File: src/onoff_pkg.sv
// Purpose: constants and types for the on/off state controller
// Assumes: 100 MHz system clock
// Notes:   register map sits on an axi4-lite slave
package onoff_pkg;
   localparam int unsigned CLK_HZ          = 100_000_000;
   localparam int unsigned CHG_DB_MS       = 120;          // charge input debounce, ms
   localparam int unsigned CHG_DB_CYC      = CHG_DB_MS * (CLK_HZ / 1000);
   localparam int unsigned HOLD_WAIT_MS    = 100;          // hold wait time, ms
   localparam int unsigned HOLD_WAIT_CYC   = HOLD_WAIT_MS * (CLK_HZ / 1000);
   localparam int unsigned SETTLE_CYC      = 16;           // settle before leaving reset
   localparam int unsigned SEQ_CYC         = 8;            // power-up sequence length

   // register byte addresses
   localparam logic [7:0] ADDR_CTRL   = 8'h00;
   localparam logic [7:0] ADDR_STATUS = 8'h04;
   localparam logic [7:0] ADDR_PERIPH = 8'h08;

   // ctrl fields
   localparam int unsigned CTRL_BIAS   = 0;
   localparam int unsigned CTRL_SRST_L = 1;
   localparam int unsigned CTRL_ONKEY  = 3;  // write one to clear onkey status
   localparam int unsigned CTRL_WAKE   = 4;  // write one to clear wake flag

   localparam logic [1:0] SRST_COLD = 2'h1;
   localparam logic [1:0] SRST_OFF  = 2'h2;
   localparam logic [1:0] RESP_OK   = 2'h0;
   localparam logic [1:0] RESP_ERR  = 2'h2;

   // gray codes along the wake path
   typedef enum logic [3:0] {
      ST_RESET    = 4'h0,
      ST_STANDBY  = 4'h1,
      ST_BIAS_UP  = 4'h3,
      ST_SEQ_UP   = 4'h2,
      ST_HOLD_CHK = 4'h6,
      ST_ON_CTRL  = 4'h7,
      ST_PWR_DOWN = 4'h5,
      ST_ON_SW    = 4'h9
   } state_t;
endpackage

File: src/onoff_state_controller.sv
// Purpose: top-level on/off state machine with axi4-lite registers
// Assumes: inputs synchronous to sys_clk; debounce of onkey done upstream
// Notes:   power-down path is a short fixed wait back to standby
`timescale 1ns/1ns
// Function
// - hold state logic in reset below threshold
// - settle, release reset, enter standby
// - standby: bias off, awaiting wake, bus works
// - peripherals disabled in standby
// - bias enable write enters software on
// - bias enable clear returns to standby
// - software on: peripherals by register only
// - onkey falling edge wakes, sets status
// - charge rise stable 120 ms wakes
// - cold soft reset sets wake flag
// - wake: bias, bias ok, sequence, hold check
// - hold low, time left: keep waiting
// - hold wait expired: leave without on
// - hold high enters controller on state
// - combined hold is hold or charger wake
// - controller on: bias low power, sequencers on
// - hold low, soft reset, fault starts power-down
module onoff_state_controller #(
   parameter int unsigned CHG_DB_CYCLES    = onoff_pkg::CHG_DB_CYC,
   parameter int unsigned HOLD_WAIT_CYCLES = onoff_pkg::HOLD_WAIT_CYC
) (
   input  wire logic        sys_clk,
   input  wire logic        reset_n,
   input  wire logic        por_ok,
   input  wire logic        onkey_input_n,
   input  wire logic        charge_input,
   input  wire logic        power_hold_input,
   input  wire logic        bias_ok,
   input  wire logic        over_temp,
   input  wire logic        manual_reset,
   input  wire logic        io_supply_ok,
   input  wire logic [7:0]  s_axi_awaddr,
   input  wire logic        s_axi_awvalid,
   output logic             s_axi_awready,
   input  wire logic [31:0] s_axi_wdata,
   input  wire logic [3:0]  s_axi_wstrb,
   input  wire logic        s_axi_wvalid,
   output logic             s_axi_wready,
   output logic [1:0]       s_axi_bresp,
   output logic             s_axi_bvalid,
   input  wire logic        s_axi_bready,
   input  wire logic [7:0]  s_axi_araddr,
   input  wire logic        s_axi_arvalid,
   output logic             s_axi_arready,
   output logic [31:0]      s_axi_rdata,
   output logic [1:0]       s_axi_rresp,
   output logic             s_axi_rvalid,
   input  wire logic        s_axi_rready,
   output logic             main_bias_en,
   output logic             bias_low_power,
   output logic             sequencer_on,
   output logic [3:0]       periph_en
);
   // counters compare against count minus one, so a count below two cannot work
   if (CHG_DB_CYCLES < 2 || HOLD_WAIT_CYCLES < 2) begin : g_bad_counts
      $error("debounce and hold counts must be at least 2");
   end

   ////////////////////////////////////////////////////////////////////////////
   // state and flags
   onoff_pkg::state_t st_q, st_d;
   logic [31:0] tmr_q, tmr_d;        // shared settle, sequence and hold timer
   logic [31:0] chg_cnt_q, chg_cnt_d;
   logic        chg_stable_q, chg_stable_d;
   logic        key_prev_q, key_prev_d;
   logic        onkey_stat_q, onkey_stat_d;
   logic        wake_q, wake_d;
   logic        chg_wake_q, chg_wake_d;
   logic        bias_q, bias_d;
   logic [1:0]  srst_q, srst_d;
   logic [3:0]  periph_q, periph_d;
   logic        combined_hold, wake_evt, key_fall, chg_rise, timer_done;

   // bus handshake state
   logic        aw_q, aw_d, w_q, w_d, bv_q, bv_d, rv_q, rv_d;
   logic [7:0]  awa_q, awa_d;
   logic [31:0] wd_q, wd_d, rd_q, rd_d;
   logic [3:0]  ws_q, ws_d;
   logic [1:0]  br_q, br_d, rr_q, rr_d;
   logic        wr_fire;

   function automatic logic known_addr(input logic [7:0] a);
      return a == onoff_pkg::ADDR_CTRL || a == onoff_pkg::ADDR_STATUS ||
             a == onoff_pkg::ADDR_PERIPH;
   endfunction

   ////////////////////////////////////////////////////////////////////////////
   // axi4-lite slave: address and data accepted in either order
   always_comb begin
      aw_d  = aw_q;
      w_d   = w_q;
      awa_d = awa_q;
      wd_d  = wd_q;
      ws_d  = ws_q;
      bv_d  = bv_q;
      br_d  = br_q;
      rv_d  = rv_q;
      rd_d  = rd_q;
      rr_d  = rr_q;
      if (s_axi_awvalid && !aw_q && !bv_q) begin
         aw_d  = 1'b1;
         awa_d = s_axi_awaddr;
      end
      if (s_axi_wvalid && !w_q && !bv_q) begin
         w_d  = 1'b1;
         wd_d = s_axi_wdata;
         ws_d = s_axi_wstrb;
      end
      wr_fire = aw_q && w_q && !bv_q;
      if (wr_fire) begin
         aw_d = 1'b0;
         w_d  = 1'b0;
         bv_d = 1'b1;
         br_d = known_addr(awa_q) ? onoff_pkg::RESP_OK : onoff_pkg::RESP_ERR;
      end else if (bv_q && s_axi_bready) begin
         bv_d = 1'b0;
      end
      if (s_axi_arvalid && !rv_q) begin
         rv_d = 1'b1;
         rr_d = known_addr(s_axi_araddr) ? onoff_pkg::RESP_OK : onoff_pkg::RESP_ERR;
         case (s_axi_araddr)
            onoff_pkg::ADDR_CTRL:   rd_d = {27'h0, wake_q, onkey_stat_q, srst_q, bias_q};
            onoff_pkg::ADDR_STATUS: rd_d = {24'h0, chg_stable_q, combined_hold, bias_ok,
                                            io_supply_ok, st_q};
            onoff_pkg::ADDR_PERIPH: rd_d = {28'h0, periph_q};
            default:                rd_d = 32'h0;
         endcase
      end else if (rv_q && s_axi_rready) begin
         rv_d = 1'b0;
      end
   end

   always_ff @(posedge sys_clk or negedge reset_n) begin
      if (!reset_n) begin
         aw_q  <= 1'b0;
         w_q   <= 1'b0;
         awa_q <= 8'h0;
         wd_q  <= 32'h0;
         ws_q  <= 4'h0;
         bv_q  <= 1'b0;
         br_q  <= 2'h0;
         rv_q  <= 1'b0;
         rd_q  <= 32'h0;
         rr_q  <= 2'h0;
      end else begin
         aw_q  <= aw_d;
         w_q   <= w_d;
         awa_q <= awa_d;
         wd_q  <= wd_d;
         ws_q  <= ws_d;
         bv_q  <= bv_d;
         br_q  <= br_d;
         rv_q  <= rv_d;
         rd_q  <= rd_d;
         rr_q  <= rr_d;
      end
   end

   ////////////////////////////////////////////////////////////////////////////
   // wake detection and main state machine
   assign key_fall      = key_prev_q && !onkey_input_n;
   assign chg_rise      = chg_cnt_q == CHG_DB_CYCLES - 1 && charge_input && !chg_stable_q;
   assign combined_hold = power_hold_input || (chg_wake_q && chg_stable_q);
   assign wake_evt      = onkey_stat_q || chg_wake_q || wake_q;
   assign timer_done    = tmr_q == HOLD_WAIT_CYCLES - 1;

   always_comb begin
      st_d         = st_q;
      tmr_d        = tmr_q + 32'h1;
      key_prev_d   = onkey_input_n;
      onkey_stat_d = onkey_stat_q;
      wake_d       = wake_q;
      chg_wake_d   = chg_wake_q && chg_stable_q;
      bias_d       = bias_q;
      srst_d       = 2'h0;                 // soft reset code acts once
      periph_d     = periph_q;
      // charge input must stay level for the whole window before it counts
      chg_cnt_d    = (charge_input != chg_stable_q) ? chg_cnt_q + 32'h1 : 32'h0;
      chg_stable_d = chg_stable_q;
      if (chg_cnt_q == CHG_DB_CYCLES - 1) begin
         chg_stable_d = charge_input;
         chg_cnt_d    = 32'h0;
      end
      // register writes; a hardware set in the same cycle wins below
      if (wr_fire && awa_q == onoff_pkg::ADDR_CTRL && ws_q[0]) begin
         bias_d = wd_q[onoff_pkg::CTRL_BIAS];
         srst_d = wd_q[onoff_pkg::CTRL_SRST_L +: 2];
         if (wd_q[onoff_pkg::CTRL_ONKEY]) onkey_stat_d = 1'b0;
         if (wd_q[onoff_pkg::CTRL_WAKE])  wake_d = 1'b0;
      end
      if (wr_fire && awa_q == onoff_pkg::ADDR_PERIPH && ws_q[0] && st_q == onoff_pkg::ST_ON_SW)
         periph_d = wd_q[3:0];
      if (srst_q == onoff_pkg::SRST_COLD) wake_d = 1'b1;
      if (st_q == onoff_pkg::ST_STANDBY && key_fall) onkey_stat_d = 1'b1;
      if (st_q == onoff_pkg::ST_STANDBY && chg_rise) chg_wake_d = 1'b1;
      case (st_q)
         onoff_pkg::ST_RESET: begin
            if (tmr_q == onoff_pkg::SETTLE_CYC - 1) st_d = onoff_pkg::ST_STANDBY;
         end
         onoff_pkg::ST_STANDBY: begin
            periph_d = 4'h0;
            if (bias_q) st_d = onoff_pkg::ST_ON_SW;
            else if (wake_evt) st_d = onoff_pkg::ST_BIAS_UP;
            tmr_d = 32'h0;
         end
         onoff_pkg::ST_ON_SW: begin
            if (!bias_q) st_d = onoff_pkg::ST_STANDBY;
         end
         onoff_pkg::ST_BIAS_UP: begin
            tmr_d = 32'h0;
            if (bias_ok) st_d = onoff_pkg::ST_SEQ_UP;
         end
         onoff_pkg::ST_SEQ_UP: begin
            if (tmr_q == onoff_pkg::SEQ_CYC - 1) begin
               st_d  = onoff_pkg::ST_HOLD_CHK;
               tmr_d = 32'h0;
            end
         end
         onoff_pkg::ST_HOLD_CHK: begin
            if (combined_hold) st_d = onoff_pkg::ST_ON_CTRL;
            else if (timer_done) st_d = onoff_pkg::ST_PWR_DOWN;
            if (st_d != st_q) tmr_d = 32'h0;
         end
         onoff_pkg::ST_ON_CTRL: begin
            tmr_d = 32'h0;
            if (!combined_hold || srst_q == onoff_pkg::SRST_COLD ||
                srst_q == onoff_pkg::SRST_OFF || over_temp || manual_reset)
               st_d = onoff_pkg::ST_PWR_DOWN;
         end
         onoff_pkg::ST_PWR_DOWN: begin
            onkey_stat_d = 1'b0;
            chg_wake_d   = 1'b0;
            if (tmr_q == onoff_pkg::SEQ_CYC - 1) st_d = onoff_pkg::ST_STANDBY;
         end
         default: st_d = onoff_pkg::ST_RESET;
      endcase
      // the wake flag survives power-down only when a cold reset caused it
      if (st_d == onoff_pkg::ST_PWR_DOWN && st_q != onoff_pkg::ST_PWR_DOWN &&
          srst_q != onoff_pkg::SRST_COLD) wake_d = 1'b0;
      if (!por_ok) st_d = onoff_pkg::ST_RESET;
      // low supply wipes software and wake state, not only the state code
      if (!por_ok) begin
         tmr_d        = 32'h0;
         bias_d       = 1'b0;
         wake_d       = 1'b0;
         onkey_stat_d = 1'b0;
         chg_wake_d   = 1'b0;
      end
   end

   always_ff @(posedge sys_clk or negedge reset_n) begin
      if (!reset_n) begin
         st_q         <= onoff_pkg::ST_RESET;
         tmr_q        <= 32'h0;
         key_prev_q   <= 1'b1;
         onkey_stat_q <= 1'b0;
         wake_q       <= 1'b0;
         chg_wake_q   <= 1'b0;
         chg_cnt_q    <= 32'h0;
         chg_stable_q <= 1'b0;
         bias_q       <= 1'b0;
         srst_q       <= 2'h0;
         periph_q     <= 4'h0;
      end else begin
         st_q         <= st_d;
         tmr_q        <= tmr_d;
         key_prev_q   <= key_prev_d;
         onkey_stat_q <= onkey_stat_d;
         wake_q       <= wake_d;
         chg_wake_q   <= chg_wake_d;
         chg_cnt_q    <= chg_cnt_d;
         chg_stable_q <= chg_stable_d;
         bias_q       <= bias_d;
         srst_q       <= srst_d;
         periph_q     <= periph_d;
      end
   end

   ////////////////////////////////////////////////////////////////////////////
   // registered outputs; bias stays off in reset and standby
   logic mb_q, lp_q, sq_q;
   logic [3:0] pe_q;
   always_ff @(posedge sys_clk or negedge reset_n) begin
      if (!reset_n) begin
         mb_q <= 1'b0;
         lp_q <= 1'b0;
         sq_q <= 1'b0;
         pe_q <= 4'h0;
      end else begin
         mb_q <= st_d != onoff_pkg::ST_RESET && st_d != onoff_pkg::ST_STANDBY;
         lp_q <= st_d == onoff_pkg::ST_ON_CTRL;
         sq_q <= st_d == onoff_pkg::ST_ON_CTRL;
         pe_q <= (st_d == onoff_pkg::ST_ON_SW) ? periph_d : 4'h0;
      end
   end
   assign main_bias_en   = mb_q;
   assign bias_low_power = lp_q;
   assign sequencer_on   = sq_q;
   assign periph_en      = pe_q;
   assign s_axi_awready  = !aw_q && !bv_q;
   assign s_axi_wready   = !w_q && !bv_q;
   assign s_axi_bvalid   = bv_q;
   assign s_axi_bresp    = br_q;
   assign s_axi_arready  = !rv_q;
   assign s_axi_rvalid   = rv_q;
   assign s_axi_rdata    = rd_q;
   assign s_axi_rresp    = rr_q;

   ////////////////////////////////////////////////////////////////////////////
   // checks
   a_por_holds_reset: assert property (@(posedge sys_clk) disable iff (!reset_n)
      !por_ok |=> st_q == onoff_pkg::ST_RESET) else $error("no reset below threshold");
   a_standby_bias_off: assert property (@(posedge sys_clk) disable iff (!reset_n)
      st_q == onoff_pkg::ST_STANDBY |-> !main_bias_en) else $error("bias on in standby");
   a_standby_periph_off: assert property (@(posedge sys_clk) disable iff (!reset_n)
      st_q == onoff_pkg::ST_STANDBY |=> periph_en == 4'h0) else $error("periph in standby");
   a_bias_sw_on: assert property (@(posedge sys_clk) disable iff (!reset_n)
      st_q == onoff_pkg::ST_STANDBY && bias_q && por_ok |=> st_q == onoff_pkg::ST_ON_SW)
      else $error("no software on");
   a_bias_sw_off: assert property (@(posedge sys_clk) disable iff (!reset_n)
      st_q == onoff_pkg::ST_ON_SW && !bias_q && por_ok |=> st_q == onoff_pkg::ST_STANDBY)
      else $error("no return to standby");
   a_hold_enters_on: assert property (@(posedge sys_clk) disable iff (!reset_n)
      st_q == onoff_pkg::ST_HOLD_CHK && combined_hold && por_ok |=> sequencer_on)
      else $error("hold did not enter on");
   a_hold_waits: assert property (@(posedge sys_clk) disable iff (!reset_n)
      st_q == onoff_pkg::ST_HOLD_CHK && !combined_hold && !timer_done && por_ok
      |=> st_q == onoff_pkg::ST_HOLD_CHK) else $error("hold check left early");
   a_on_power_down: assert property (@(posedge sys_clk) disable iff (!reset_n)
      st_q == onoff_pkg::ST_ON_CTRL && (over_temp || manual_reset) && por_ok
      |=> st_q == onoff_pkg::ST_PWR_DOWN) else $error("no power-down");
endmodule

File: config.mk
export PLATFORM = sky130hd
export DESIGN_NAME = onoff_state_controller
export DESIGN_NICKNAME = d
export VERILOG_FILES = /design/src/onoff_pkg.sv /design/src/onoff_state_controller.sv
export SDC_FILE = /design/constraint.sdc
export NUM_CORES = 1
export LEC_CHECK = 0
export BUFFER_PORTS_ARGS = -buffer_cell sky130_fd_sc_hd__buf_4
export CELL_PAD_IN_SITES_DETAIL_PLACEMENT = 1
export CELL_PAD_IN_SITES_GLOBAL_PLACEMENT = 2
export CORE_MARGIN = 1.5
export CORE_UTILIZATION = 35
export DETAILED_ROUTE_END_ITERATION = 10
export HOLD_SLACK_MARGIN = 0.15
export PLACE_DENSITY_LB_ADDON = 0.1
export SYNTH_ARGS = -nofsm -noshare
export SYNTH_HDL_FRONTEND = slang
export SYNTH_SLANG_ARGS = --single-unit
File: constraint.sdc
create_clock -name sys_clk -period 2.6 [get_ports sys_clk]
set_input_delay 0.13 -clock sys_clk [delete_from_list [all_inputs] [get_ports sys_clk]]
set_output_delay 0.13 -clock sys_clk [all_outputs]
set_load 0.02 [all_outputs]
---- Word level (Yosys, flattened, before mapping) ----
Index checks and enable logic that the tools add are counted.
word-level totals
  flip-flop bits (word level) ............. 140
  bits of input ports ..................... 67
  output and inout bits ................... 48
  logic and storage cells ................. 159
cells by class
  $add $sub $neg .......................... 2
  equality and inequality tests ........... 30
  muxes and demuxes ....................... 49
  reduce and logical (&&, ||, !) cells .... 54
operator list
  operator               count
  $mux 32                5
  $pmux 32 s3            1
  $add 32x1->32 const B  2
  $eq 32x24->1 const B   2
  $mux 4                 15
  $eq 32x3->1 const B    1
  $eq 32x4->1 const B    1
  $pmux 4 s8             1
  $logic_and 1x1->1      25
  $pmux 8 s3             1
  $mux 1                 23
  $eq 4x3->1 const B     5
  $ne 4x1->1 const B     5
  $eq 8x3->1 const B     2
  $eq 8x4->1 const B     2
  $logic_not 8->1        2
  $logic_or 1x1->1       11
  $eq 4x2->1 const B     2
  $eq 4x4->1 const B     2
  $reduce_bool 2->1      4
  $logic_not 1->1        7
  $mux 2                 3
  $eq 4x1->1 const B     1
  $logic_not 4->1        1
  9 further kinds        11

---- Logic depth before layout (Yosys ltp) ----
  depth after elaboration ................. 14
  mapped depth ............................ 7
  gate-level depth less buffers ........... 6

---- Worst setup path before layout ----
OpenSTA, ideal clock, no wires.
  kind .................................... reg-to-reg
  start ................................... register tmr_q[0]
  end ..................................... register tmr_q[10]
  setup time .............................. 138 ps
  arrival ................................. 1762 ps
  data required time ...................... 2462 ps
  slack ................................... 700 ps
  cell stages (with the launch flop) ...... 8
  path buffers ............................ 1
  period minus slack after synthesis ...... 1900 ps
  cell sequence ........................... dfrtp_1 -> ha_1 -> nand4_1 -> nor4_1 -> nand3_1 -> a41oi_2 -> buf_2 -> a211oi_1
between the ends
  word-level cells in the longest chain between the ends .. 8
  elaborated cells on any way between the ends .. 11
RTL lines
  element                 line                           text
  from (decl)             onoff_state_controller.sv:67   logic [31:0] tmr_q, tmr_d;
  from (signal assigned)  onoff_state_controller.sv:271  tmr_q <= tmr_d;
  $eq 32x24->1            onoff_state_controller.sv:170  assign timer_done = tmr_q == HOLD_WAIT_CYCLES - 1;
  $mux 4                  onoff_state_controller.sv:226  else if (timer_done) st_d = onoff_pkg::ST_PWR_DOWN;
  $mux 4                  onoff_state_controller.sv:225  if (combined_hold) st_d = onoff_pkg::ST_ON_CTRL;
  $mux 4                  onoff_state_controller.sv:201  case (st_q)
  $ne 4x4->1              onoff_state_controller.sv:227  if (st_d != st_q) tmr_d = 32'h0;
  $mux 32                 onoff_state_controller.sv:227
  $pmux 32 s3 (*)         onoff_state_controller.sv:201
  $mux 32 (*)             onoff_state_controller.sv:247  if (!por_ok) begin
  via tmr_d[10]           onoff_state_controller.sv:67
Mark *: on every way through the listed nets, which the timed path passes. The rest lies on a longest branch. The select of a mux whose other input is x is not followed.
A chain may end at the register's enable or synchronous reset.

---- Worst setup path in the final report ----
  start ................................... register awa_q[5]
  end ..................................... register pe_q[1] (netlist: periph_en[1])
between the ends
  word-level cells in the longest chain between the ends .. 7
RTL lines
  element                         line                           text
  from (decl)                     onoff_state_controller.sv:81   logic [7:0] awa_q, awa_d;
  from (signal assigned)          onoff_state_controller.sv:153  awa_q <= awa_d;
  $eq 8x4->1                      onoff_state_controller.sv:196  if (wr_fire && awa_q == onoff_pkg::ADDR_PERIPH && ws_q[0] && st_q == onoff_pkg::ST_ON_SW)
  $logic_and 1x1->1 (3 in a row)  onoff_state_controller.sv:196
  $mux 4                          onoff_state_controller.sv:196
  $mux 4                          onoff_state_controller.sv:201
  $mux 4                          onoff_state_controller.sv:298  pe_q <= (st_d == onoff_pkg::ST_ON_SW) ? periph_d : 4'h0;
  to (signal assigned)            onoff_state_controller.sv:298
  to (decl)                       onoff_state_controller.sv:287  logic [3:0] pe_q;
Every way passes these cells.

==> flow_metrics.tcl <==
set metrics [dict create \
    outcome "finished, final reports clean" \
    post-cts-setup-buffers 0 \
    fin_setup_tns_ns 0 \
    seq_area_frac_synth_pct 47.96 \
    fin_crit_sh_pct 84.56 \
    critical_path.startpoint "awa_q[5]" \
    synth_top_area_share_pct 47.52 \
    synth_seq_cells 114 \
    tightest_slew_ns 0.8578 \
    syn_area_sq_um 5951 \
    crit_path_end "periph_en[1]" \
    peakVddDrop_mv 0.5360 \
    viasPerCell 5.128 \
    ctsHoldBuffers 25 \
    syn_inst 599 \
    post_drt_wl_per_cell_um 17.45 \
    crit_top_cell "nor2_1" \
    skew_ns 0.009981 \
    area_delta_synth_final_pct 25.19 \
    crit_path_start_kind "flop" \
    reg2reg_slack_ns 0.40 \
    setup_viol 0 \
    postSynthAreaPerCell_sq_um 9.934 \
    dieArea_sq_um 17790 \
    pre_cts_ws_ns 0.3789 \
    hp-start "s_axi_araddr[3]" \
    finalNetCount 759 \
    r2r-start "awa_q[5]" \
    num_rows 47 \
    setup_slack_ns 0.4013 \
    report.final.hold_viol_count 0 \
    overflow 0 \
    clkLatencyLatePin_ns 0.42 \
    dp_hpwl_mm 10.90 \
    synth_edf_count 0 \
    synthTopCellsByArea "dfrtp_1 (48%), a211oi_1 (4.2%), xnor2_1 (4.1%), xor2_1 (4.1%), nor2_1 (3.7%)" \
    clkSinkCount 114 \
    clkTransAtPathRegs_ns 0.06 \
    r2r_cells 5 \
    drive_above_1_share_pct 19.77 \
    root_buffer "clkbuf_16" \
    fillCellCount 1889 \
    crit_required_ns 2.89 \
    grt_max_degree 60 \
    power_density_nw_per_um2 693.9 \
    start_util_pct 35.88 \
    htreeDepth 4 \
    route.detailed.drc 0 \
    grt_pass1_wl_mm 26.97 \
    max_slew_margin_pct 42.62 \
    antenna_cells 0 \
    yosys.area.top_type "dfrtp_1" \
    grt_usage_pct 19.45 \
    critPathKind "reg -> reg" \
    cts_buffer_depth 2 \
    rsz0062_at_grt "no" \
    die_height_um 133.4 \
    ys_async_sr_fraction_pct 100.0 \
    synth_top_flop_cell "dfrtp_1" \
    crit_fanout 4 \
    worstPathCellList "nor4_1, nand4_1, nor2_1, mux2i_1, nor2_1" \
    gp_congestion 0.8117 \
    mostFrequentLayoutCell "dfrtp_1" \
    maxCapViolations 0 \
    cts_tree "done" \
    wirelength_mm 16.11 \
    synth_cell_type_count 58 \
    grt_pass1_vias 5081 \
    num_vias 4733 \
    drtIter0Drc 176 \
    holdWs_ns 0.1656 \
    rr_endpoint "periph_en[1]" \
    end_kind "flop" \
    hold_class "in -> reg" \
    slowest_stage "nor4_1" \
    cts_buffers 17 \
    fin_crit_ns 2.199 \
    leakagePower_nw 3.096 \
    fp.coreArea_sq_um 16580 \
    antenna_found_initial 0 \
    drt_pre_antenna_iters 4 \
    fp.dieW_um 133.4 \
    report.final.slew_viol_count 0 \
    final_cell_mix "dfrtp_1 (113), buf_4 (73), nor2_1 (59)" \
    cts.repair.resized 0 \
    io_pins 115 \
    slowest_delay_ns 0.47 \
    cp_data_arrival_time_ns 2.49 \
    max_freq_mhz 454.8 \
    yosysWarnings 0 \
    postRouteAntennaNets 0 \
    port_buffers 58 \
]
## report_power, final
part	total, mW	switching, mW	internal (mW)
combinational	0.597	0.315	0.282
sequential	2.05	0.118	1.94
clock	2.52	0.846	1.67
total	5.17	1.28	3.89
## per-layer routing
layer,wire [um],track usage (%),vias up
met2,7855,32.67,80
met4,310,7.246,0
met5,0,0,-
met1,7359,24.23,2354
li1,-,-,2277
met3,583,4.871,22
## worst min path at each step
stage / endpoint / slack (ns) / cells after the start
final: s_axi_rdata[4] / 0.17 / 4
after global routing: s_axi_rdata[4] / 0.22 / 4
after CTS: s_axi_rdata[7] / 0.16 / 4
after detailed placement: chg_cnt_q[25] / 0.04 / 1
after global placement: chg_cnt_q[25] / 0.04 / 1
after floorplan: aw_q / -0.17 / 0
## stage by stage
step	cell area (sq um)	power (mW)	cells	util (%)
after floorplan	6045	2.448	624	-
after global placement	6570	2.635	866	39.62
after detailed placement	6570	2.664	866	39.62
after CTS	7450	5.242	923	44.92
after global routing	7450	5.379	923	44.92
final	7450	5.169	923	44.92
## cell usage after synthesis (4+ instances only)
cell	n
nand4_1	26
xor2_1	28
o21ai_0	20
nor2_1	59
nor4_1	20
or4_1	5
nor3_1	11
a211oi_1	33
nand2_1	46
clkbuf_1	12
or3_1	6
a22oi_1	4
buf_2	10
and2_1	7
inv_1	16
mux2_2	16
a31oi_1	4
and3_1	5
dfrtp_1	113
nand3_1	25
mux2i_1	4
nor2b_1	4
buf_4	28
xnor2_1	28
a21oi_1	13
and4_1	9
## flip-flops by register name (all words and copies together), names as in the netlist, 2 cells and up
name         count
awa_q            8
tmr_q           32
wd_q             5
periph_en        4
chg_cnt_q       32
s_axi_rdata      8
srst_q           2
periph_q         4
st_q             4
## critical path, delay by kind of cell, from the launching register on
kind | cells | cell delay (ns)
multiplexers | 1 | 0.42
flip-flops | 1 | 0.38
AND/OR/NAND/NOR | 4 | 1.27
## kinds of logic (layout without fill, tap and decap cells)
logic type	count (synthesis)	count (layout)	synth area share [%]
AND/OR/NAND/NOR	246	246	22.27
flip-flops	114	114	47.96
AO/OA/AOI/OAI	89	89	10.26
buffers and inverters	71	150	7.086
XOR/XNOR	56	56	8.242
multiplexers	20	20	3.701
adder cells (fa/ha/maj)	2	2	0.4205
other	1	26	0.06302
## layout make-up
class | instances | area, sq um | area share (%)
well taps | 220 | 275.3 | 3.695
repair buffers | 101 | 858.3 | 11.52
flip-flops and latches | 114 | 2854 | 38.31
multi-input cells | 439 | 2769 | 37.17
clock buffers | 22 | 474.2 | 6.365
clock inverters | 10 | 155.1 | 2.083
inverters | 17 | 63.81 | 0.8566
Note: power is estimated with default switching activity, not from simulation.
